==> src/ppwp_pkg.sv <==
// Shared constants for the panel pixel word packer and unpacker
package ppwp_pkg;
  localparam int PPWP_PRIM_W    = 10;
  localparam int PPWP_WORD_W    = 32;
  localparam int PPWP_HI_W      = 8;
  localparam int PPWP_LO_W      = 2;
  localparam int PPWP_RED_HI    = 0;
  localparam int PPWP_GRN_HI    = 8;
  localparam int PPWP_BLU_HI    = 16;
  localparam int PPWP_SPARE     = 24;
  localparam int PPWP_BLU_LO    = 26;
  localparam int PPWP_GRN_LO    = 28;
  localparam int PPWP_RED_LO    = 30;
  localparam int PPWP_MAX_SKEW_UI = 5;
  localparam logic [1:0] PPWP_SPARE_VAL = 2'h0;
  localparam logic [31:0] PPWP_WORD_RST = 32'h0;
  localparam logic [9:0]  PPWP_PRIM_RST = 10'h0;
endpackage

==> src/ppwp_link_if.sv <==
// Packed-word link between pixel source and panel receiver
`timescale 1ns/1ns
interface ppwp_link_if;
  logic [31:0] linkWord;
  logic        linkValid;
  logic        supplyOn;
  modport source (output linkWord, output linkValid, input supplyOn);
  modport panel  (input linkWord, input linkValid, output supplyOn);
endinterface

==> src/ppwp_unpacker.sv <==
// Panel end: unpacks 32-bit link words into 10-bit RGB primaries
// Rules for the link, at both ends
// Each primary is ten-bit unsigned gray level.
// Larger code means brighter primary, monotonic.
// Word bits 0-7 carry red bits 2-9.
// Word bits 8-15 carry green bits 2-9.
// Word bits 16-23 carry blue bits 2-9.
// Byte three carries blue, green, red low pairs.
// Receiver ignores word bits 24 and 25.
// Receiver tolerates five UI inter-lane skew. The unpacker does no deskew.
// Source holds signals off until supply on.
// Source drives data low while supply off.
// Source never leaves signals floating when idle.
// Sequence gap interval never below zero.
// Primary equals high byte over low pair.
`timescale 1ns/1ns
module ppwp_unpacker
  import ppwp_pkg::*;
(
  input  wire logic                        core_clk,   // Pixel clock
  input  wire logic                        rst,        // Sync reset, high
  ppwp_link_if.panel                       link,       // Link from source
  input  wire logic                        supplyEn,   // Panel logic supply request
  output logic [ppwp_pkg::PPWP_PRIM_W-1:0] redOut,     // Red gray level
  output logic [ppwp_pkg::PPWP_PRIM_W-1:0] greenOut,   // Green gray level
  output logic [ppwp_pkg::PPWP_PRIM_W-1:0] blueOut,    // Blue gray level
  output logic                             pixValid    // Pixel strobe
);
  import ppwp_pkg::*;

  // Supply FSM states
  typedef enum logic {SUP_OFF, SUP_ON} ppwp_sup_e;

  // Supply request comes from board power logic, so it is synchronised
  logic [2:0]             supSync_reg;
  logic                   supAgreed;

  // Supply state as the panel logic sees it
  ppwp_sup_e              supState_reg;
  ppwp_sup_e              supState_next;

  logic                   supply_reg;
  logic                   supply_next;

  // Word acceptance
  logic                   takeWord;

  logic                   valid_reg;
  logic                   valid_next;

  // Byte lanes of the packed word
  logic [PPWP_HI_W-1:0]   laneByte0;
  logic [PPWP_HI_W-1:0]   laneByte1;
  logic [PPWP_HI_W-1:0]   laneByte2;
  logic [PPWP_HI_W-1:0]   laneByte3;

  // Red field pieces and held code
  logic [PPWP_HI_W-1:0]   redHiByte;
  logic [PPWP_LO_W-1:0]   redLoPair;
  logic [PPWP_PRIM_W-1:0] red_reg;
  logic [PPWP_PRIM_W-1:0] red_next;

  // Green field pieces and held code
  logic [PPWP_HI_W-1:0]   greenHiByte;
  logic [PPWP_LO_W-1:0]   greenLoPair;
  logic [PPWP_PRIM_W-1:0] green_reg;
  logic [PPWP_PRIM_W-1:0] green_next;

  // Blue field pieces and held code
  logic [PPWP_HI_W-1:0]   blueHiByte;
  logic [PPWP_LO_W-1:0]   blueLoPair;
  logic [PPWP_PRIM_W-1:0] blue_reg;
  logic [PPWP_PRIM_W-1:0] blue_next;

  // A change counts once stages two and three agree, so a glitch is dropped
  assign supAgreed = (supSync_reg[1] == supSync_reg[2]);

  // Request synchroniser
  always_ff @(posedge core_clk) begin
    if (rst) begin
      supSync_reg <= 3'h0;
    end else begin
      supSync_reg <= {supSync_reg[1:0], supplyEn};
    end
  end

  // Panel supply state
  always_comb begin
    supState_next = supState_reg;
    case (supState_reg)
      SUP_OFF: begin
        if (supAgreed && supSync_reg[2]) begin
          supState_next = SUP_ON;
        end
      end
      SUP_ON: begin
        if (supAgreed && !supSync_reg[2]) begin
          supState_next = SUP_OFF;
        end
      end
      default: begin
        supState_next = SUP_OFF;
      end
    endcase
  end

  // Next level from the agreed request
  assign supply_next = (supState_next == SUP_ON);

  // State register
  always_ff @(posedge core_clk) begin
    if (rst) begin
      supState_reg <= SUP_OFF;
    end else begin
      supState_reg <= supState_next;
    end
  end

  // Level kept in its own register so the link sees a clean edge
  always_ff @(posedge core_clk) begin
    if (rst) begin
      supply_reg <= 1'b0;
    end else begin
      supply_reg <= supply_next;
    end
  end

  // Lane deskew lives in the serial receiver; words arrive aligned here
  assign takeWord = link.linkValid & supply_reg;

  assign valid_next = takeWord;

  // Pixel strobe, one cycle per accepted word
  always_ff @(posedge core_clk) begin
    if (rst) begin
      valid_reg <= 1'b0;
    end else begin
      valid_reg <= valid_next;
    end
  end

  // Byte lanes, lowest byte first
  assign laneByte0 = link.linkWord[PPWP_RED_HI +: PPWP_HI_W];

  assign laneByte1 = link.linkWord[PPWP_GRN_HI +: PPWP_HI_W];

  assign laneByte2 = link.linkWord[PPWP_BLU_HI +: PPWP_HI_W];

  assign laneByte3 = link.linkWord[PPWP_SPARE +: PPWP_HI_W];

  // High bytes in ascending byte order: red, green, blue
  assign redHiByte   = laneByte0;

  assign greenHiByte = laneByte1;

  assign blueHiByte  = laneByte2;

  // Low pairs share the top byte; its two lowest bits are never read
  assign redLoPair   = laneByte3[PPWP_RED_LO-PPWP_SPARE +: PPWP_LO_W];

  assign greenLoPair = laneByte3[PPWP_GRN_LO-PPWP_SPARE +: PPWP_LO_W];

  assign blueLoPair  = laneByte3[PPWP_BLU_LO-PPWP_SPARE +: PPWP_LO_W];

  // High byte over low pair; unsigned code keeps brightness monotonic
  assign red_next   = {redHiByte, redLoPair};

  assign green_next = {greenHiByte, greenLoPair};

  assign blue_next  = {blueHiByte, blueLoPair};

  // Colours hold between words, so a slow consumer still sees the last pixel
  always_ff @(posedge core_clk) begin
    if (rst) begin
      red_reg <= PPWP_PRIM_RST;
    end else if (takeWord) begin
      red_reg <= red_next;
    end
  end

  // Green code
  always_ff @(posedge core_clk) begin
    if (rst) begin
      green_reg <= PPWP_PRIM_RST;
    end else if (takeWord) begin
      green_reg <= green_next;
    end
  end

  // Blue code
  always_ff @(posedge core_clk) begin
    if (rst) begin
      blue_reg <= PPWP_PRIM_RST;
    end else if (takeWord) begin
      blue_reg <= blue_next;
    end
  end

  // Every output comes from a register
  assign link.supplyOn = supply_reg;

  assign redOut   = red_reg;

  assign greenOut = green_reg;

  assign blueOut  = blue_reg;

  assign pixValid = valid_reg;
endmodule

==> src/flat_wrapper.sv <==
// flat-port wrapper written by rule: the top's interface ports become plain ports
module ppwp_unpacker_flat import ppwp_pkg::*;
  (core_clk, rst, supplyEn, redOut, greenOut, blueOut, pixValid, link_linkWord, link_linkValid, link_supplyOn);
  ppwp_link_if link_i ();
  input  wire logic core_clk;
  input  wire logic rst;
  input  wire logic supplyEn;
  output logic [ppwp_pkg::PPWP_PRIM_W-1:0] redOut;
  output logic [ppwp_pkg::PPWP_PRIM_W-1:0] greenOut;
  output logic [ppwp_pkg::PPWP_PRIM_W-1:0] blueOut;
  output logic pixValid;
  input wire logic [$bits(link_i.linkWord)-1:0] link_linkWord;
  input wire logic [$bits(link_i.linkValid)-1:0] link_linkValid;
  output wire logic [$bits(link_i.supplyOn)-1:0] link_supplyOn;
  assign link_i.linkWord = link_linkWord;
  assign link_i.linkValid = link_linkValid;
  assign link_supplyOn = link_i.supplyOn;
  ppwp_unpacker u_core (.core_clk(core_clk), .rst(rst), .link(link_i), .supplyEn(supplyEn), .redOut(redOut), .greenOut(greenOut), .blueOut(blueOut), .pixValid(pixValid));
endmodule
==> config.mk <==
export PLATFORM = sky130hd
export DESIGN_NAME = ppwp_unpacker_flat
export DESIGN_NICKNAME = d
export VERILOG_FILES = /design/src/ppwp_pkg.sv /design/src/ppwp_link_if.sv /design/src/ppwp_unpacker.sv /design/src/flat_wrapper.sv
export SDC_FILE = /design/constraint.sdc
export NUM_CORES = 1
export LEC_CHECK = 0
export ABC_AREA = 0
export BUFFER_PORTS_ARGS = -buffer_cell sky130_fd_sc_hd__buf_2
export CORE_ASPECT_RATIO = 0.8
export CORE_UTILIZATION = 40
export CTS_BUF_LIST = sky130_fd_sc_hd__clkbuf_4 sky130_fd_sc_hd__clkbuf_8
export CTS_CLUSTER_SIZE = 12
export DETAILED_ROUTE_END_ITERATION = 12
export MAX_ROUTING_LAYER = met4
export PLACE_DENSITY = 0.69
export RECOVER_POWER = 25
export SKIP_LAST_GASP = 1
export SLEW_MARGIN = 40
export SYNTH_ARGS = -nofsm -noshare
export SYNTH_HDL_FRONTEND = slang
export SYNTH_SLANG_ARGS = --single-unit
==> constraint.sdc <==
create_clock -name core_clk -period 1.1 [get_ports core_clk]
set_clock_uncertainty 0.05 [all_clocks]
set_input_delay 0.11 -clock core_clk [delete_from_list [all_inputs] [get_ports core_clk]]
set_output_delay 0.11 -clock core_clk [all_outputs]
set_load 0.05 [all_outputs]
==> metrics, run 1 <==
CORE AREA 0.003804 sq mm; initial antenna violation count 0; first-pass GRT wire length about 5500 microns; Setup crit start kind flip-flop; Buffers on Ports 65; Leak 0.0008989 uW; switching power of the nets between 500 and 600 uW; GR Overflow Total 0; FP Rows 20; area grow syn2layout 34.14%; fmax between 0.9 and 1 GHz; Clock Latency Late Sink 0.28 ns; TritonCTS Buffers 5; Peak VDD IR between 0.5 and 0.6 mV; outcome completed; Critical Path AT around 0.92 ns; largest net degree at the start of global routing 32; TritonRoute pass-1 iters 3; final WL about 3400 microns; max cap viols 0; # diodes 0; Tightest Pin Transition between 0.2 and 0.3 ns; ranking of synthesized cells by area dfxtp_1 (44%), a21bo_1 (18%), a21oi_2 (16%); Min-Delay Path Class input pin to flip-flop; TritonCTS clock tree yes; via count ~1300; Sequential Power Share 51.3%; Tmin final 1.078 ns; clock sink total 35; Sw Share about 21%; GPL Wtd Cong around 0.69; Setup CP Type flip-flop to output pin; commonest non-fill, non-tap cells in the layout buf_2 (64), dfxtp_1 (33), nand3_1 (30); total power per unit cell area roughly 1200 mW/mm^2; Logic pwr share 7.1%; Total GRT Usage 17.82%; Die W ~73 microns; Fin. Hold Viols 0; final worst path period share between 90% and 100%; cell count after synthesis 151; share of Yosys cell area claimed by the top area cell type a little over two fifths; cell taking the most area after synthesis dfxtp_1; Setup Viol. Count Final 0; DRC Markers 0; die area between 0.004 and 0.005 sq mm; Max clock buf depth 2; Finished Layout Cells 270; clock share of power 41.6%; layout cells sized above 1 roughly 52%; CP max FO 3; die span in y about 59 microns; hold path depth 3; Worst R2R Path Depth 4; Starting Density 42.01%; most common cell after layout, fill and taps aside buf_2; RSZ-0062 raised after global routing true; Netlist cell types 14; io pins 68; CTS Root Cell clkbuf_8; Max Slew Vio Count 0; hpwl dp ~2200 microns; Reg clk slew, reported paths approximately 0.07 ns; cell-internal power about 2000 uW; Post-Place Worst Slack around 0.12 ns; required time of the critical path around 0.94 ns; number of antenna-violating nets in the routed design 0; syn nets 187; WL per Instance 12.63 microns; Slew HR around 83%; placed cells between 200 and 300; Hold Slack about 0.021 ns; DRC violation total after the first TritonRoute iteration 26; Avg Inst Size Synth approximately 11 sq um; Seq/Total Area, Yosys between 40 and 50%; Pwr Total between 2000 and 2500 uW; setup ws final between 0.02 and 0.025 ns; Yosys warning total 0; CP endpoint kind output pin; number of global-route vias before repair roughly 1200; Synth Cell Area roughly 0.0016 sq mm; fillers around 370; htree depth 2; post-DR vias/cell 4.789; FF+latch count, synth 35; fin nets 250
==> cell usage after synthesis <==
cell	instances
nor2_1	1
a21oi_2	29
a21bo_2	1
buf_6	4
a21bo_1	29
buf_2	10
a21oi_1	2
dfxtp_1	35
o21ai_1	1
buf_8	3
nor2b_1	3
nand3_1	30
buf_4	1
nand2_1	2
==> power groups by stage <==
stage / Combinational [uW] / Clock [uW] / Sequential (uW)
after floorplan: 87.9 / 0 / 1310
after global placement: 172 / 0 / 1300
after detailed placement: 172 / 0 / 1300
after CTS: 177 / 1080 / 1270
after global routing: 190 / 1120 / 1270
final: 176 / 1030 / 1270
==> cells by family (layout without fill, tap and decap cells) <==
kind of cell	Yosys count	count (layout)	share of synthesized area, %
buffers and inverters	18	82	9.240
and+or+nand+nor	36	36	11.28
DFF	35	35	43.85
AOI/OAI and AO/OA	62	62	35.63
==> per-stage QoR <==
stage / util, % / cell area (sq um) / TNS, ns
after floorplan: - / 1603 / 0
after global placement: 51.78 / 1969 / 0
after detailed placement: 51.78 / 1969 / 0
after CTS: 56.55 / 2151 / -0.0004705
after global routing: 56.35 / 2143 / -0.03386
final: 56.35 / 2143 / 0
==> routing by layer <==
metal	vias to the layer above	share of wire, %	GRT usage (%)
li1	657	-	-
met1	592	51	23.29
met2	39	43	26.97
met3	5	4.8	4.623
met4	0	1.2	5.882
met5	-	0	-
==> worst paths after layout <==
kind	startpoint	endpoint	slack, ns
setup / recovery	flip-flop	link_supplyOn	0.02
hold / removal	link_linkWord[23]	u_core.blueOut[9]	0.02
setup reg to reg	flip-flop	u_core.blueOut[9]	0.03
hold reg to reg	u_core.supSync_reg[0]	u_core.supSync_reg[1]	0.40
==> what timing repair did <==
item	CTS	global route
pin swaps	0	3
hold buffers	1	0
endpoints found under the setup margin	1	5
buffers inserted	1	0
gates resized for setup	4	0
hold endpoints to repair	1	0
cloned	1	0
==> critical path, cell delays in order (launching register included) <==
cell and delay (ns):
dfxtp_4 0.37, buf_12 0.13, buf_12 0.14
==> final cells by class <==
type                    count  area (sq um)  share of cell area [%]
clock buffers               8         103.9                   4.845
repair buffers             74         523.0                   24.40
multi-input cells          98         742.0                   34.62
flip-flops and latches     35         705.7                   32.92
well taps                  55         68.82                   3.211
Power figures use the tool's default switching activity.
==> inputs of run 2 (changes only) <==
Settings changed: CORE_MARGIN set to 2, CTS_BUF_LIST sky130_fd_sc_hd__clkbuf_4 sky130_fd_sc_hd__clkbuf_8 to sky130_fd_sc_hd__clkbuf_16.
==> run 2 against run 1 <==
Critical path depth unchanged; routed wire length fell by 2.5%; cell area increased by 1.3%; cell count grew 0.37%; first-iteration DRC count grew 65%; fmax rose by 1.3%; sequential share of layout area down 0.44 points; setup slack better by 0.014 ns.
==> metrics, run 2 (synthesis results as in run 1) <==
outcome completed (unchanged); met3 routed WL 174 microns (was 165 microns); switching power of the nets 577.5 uW (was 532.4 uW); CP max FO 4 (was 3); CTS Root Cell clkbuf_16 (was clkbuf_8); initial antenna violation count 0 (unchanged); post-DR vias/cell 4.797 (was 4.789); flop2flop setup slack 0.04 ns (was 0.03 ns); DRC violation total after the first TritonRoute iteration 43 (was 26); Setup Viol. Count Final 0 (unchanged); fillers 364 (was 367); Hold Slack 0.03122 ns (was 0.02119 ns); die span in y 60.53 microns (was 58.53 microns); Sw Share 21.01% (was 21.46%); TritonCTS Buffers 5 (unchanged); Die W 74.66 microns (was 72.66 microns); max cap viols 0 (unchanged); GPL Wtd Cong 0.6805 (was 0.6878); Setup CP Type flip-flop to output pin (unchanged); setup TNS 0 ns (unchanged); final WL 3324 microns (was 3410 microns); Min-Delay Path Class input pin to flip-flop (unchanged); Reg clk slew, reported paths 0.05 ns (was 0.07 ns); largest net degree at the start of global routing 36 (was 32); Sequential Power Share 46.4% (was 51.3%); RSZ-0062 raised after global routing false (was true); final worst path period share 96.70% (was 97.99%); Max Slew Vio Count 0 (unchanged); met1 WL 1703 microns (was 1731 microns); cell-internal power 2171 uW (was 1948 uW); met2 WL 1420 microns (was 1473 microns); clock share of power 47.3% (was 41.6%); Logic pwr share 6.3% (was 7.1%); first-pass GRT wire length 5250 microns (was 5492 microns); TritonRoute pass-1 iters 3 (unchanged); most common cell after layout, fill and taps aside buf_2 (unchanged); number of antenna-violating nets in the routed design 0 (unchanged); Pwr Total 2748 uW (was 2480 uW); Max clock buf depth 2 (unchanged); WL per Instance 12.27 microns (was 12.63 microns); commonest non-fill, non-tap cells in the layout buf_2 (64), dfxtp_1 (33), nand3_1 (30) (unchanged); max layer used met4 (unchanged); Post-Place Worst Slack 0.1275 ns (was 0.1184 ns); Setup crit start kind flip-flop (unchanged); FP Rows 20 (unchanged); Tmin final 1.064 ns (was 1.078 ns); fmax 0.9401 GHz (was 0.9278 GHz); area grow syn2layout 35.94% (was 34.14%); clock sink total 35 (unchanged); DRC Markers 0 (unchanged); Total GRT Usage 15.68% (was 17.82%); hpwl dp 2202 microns (was 2177 microns); DP Area 0.001969 sq mm (unchanged); via count 1300 (was 1293); htree depth 2 (unchanged); Fin. Hold Viols 0 (unchanged); # diodes 0 (unchanged); die area 0.004519 sq mm (was 0.004253 sq mm); io pins 68 (unchanged); TritonCTS clock tree yes (unchanged); Tightest Pin Transition 0.2591 ns (was 0.2604 ns); Slew HR 82.85% (was 82.76%); layout cells sized above 1 50.46% (was 51.63%); fin nets 251 (was 250); CORE AREA 0.003804 sq mm (unchanged); Leak 0.0009199 uW (was 0.0008989 uW); Clock Latency Late Sink 0.27 ns (was 0.28 ns); post-route cell area 0.002172 sq mm (was 0.002143 sq mm); number of global-route vias before repair 1183 (was 1152); CP endpoint kind output pin (unchanged); required time of the critical path 0.94 ns (about the same); Starting Density 42.01% (unchanged); Peak VDD IR 1.218 mV (was 0.5680 mV); GR Overflow Total 0 (unchanged); setup ws final 0.03630 ns (was 0.02215 ns); Critical Path AT 0.90 ns (was 0.92 ns); Buffers on Ports 65 (unchanged); total power per unit cell area 1265 mW/mm^2 (was 1157 mW/mm^2)
[run 2: final timing paths]
path	from	end	cells past startpoint
max	flip-flop	link_supplyOn	2
min	link_linkWord[23]	u_core.blueOut[9]	3
max reg2reg	flip-flop	u_core.redOut[0]	4
min reg2reg	u_core.supSync_reg[0]	u_core.supSync_reg[1]	1
[run 2: worst max-delay path: stages, from the launching register on]
cell	delay (ns)
dfxtp_4	0.36
buf_12	0.13
buf_12	0.14
[run 2: power groups by stage]
| stage | Clock [uW] | Sequential [uW] | Combinational, uW |
|---|---|---|---|
| after floorplan | 0 | 1310 | 87.9 |
| after global placement | 0 | 1300 | 171 |
| after detailed placement | 0 | 1300 | 172 |
| after CTS | 1330 | 1270 | 177 |
| after global routing | 1390 | 1270 | 190 |
| final | 1300 | 1280 | 174 |
[run 2: metal layers]
| metal | vias up | track usage, % |
|---|---|---|
| met5 | - | - |
| li1 | 665 | - |
| met1 | 593 | 21.21 |
| met2 | 38 | 22.88 |
| met3 | 4 | 4.485 |
| met4 | 0 | 4.592 |
[run 2: through the flow]
stage	util [%]	instances
after floorplan	-	151
after global placement	51.78	259
after detailed placement	51.78	259
after CTS	57.30	271
after global routing	57.11	271
final	57.11	271
[run 2: layout make-up]
cell class	instances	area, sq um	share of cell area, %
multi-input combinational	98	738.2	33.99
sequential	35	705.7	32.49
timing repair buffer	75	521.8	24.02
clock buffer	5	125.1	5.760
tap	55	68.82	3.168
clock inverter	3	12.51	0.5760
[run 2: what timing repair did]
| action | 4_1_cts | 5_1_grt |
|---|---|---|
| endpoints found under the hold margin | 1 | 0 |
| hold buffers | 1 | 0 |
| gates cloned | 1 | 0 |
| pin swaps | 0 | 3 |
| buffers inserted | 2 | 0 |
| endpoints found under the setup margin | 1 | 2 |
| gates resized for setup | 4 | 1 |
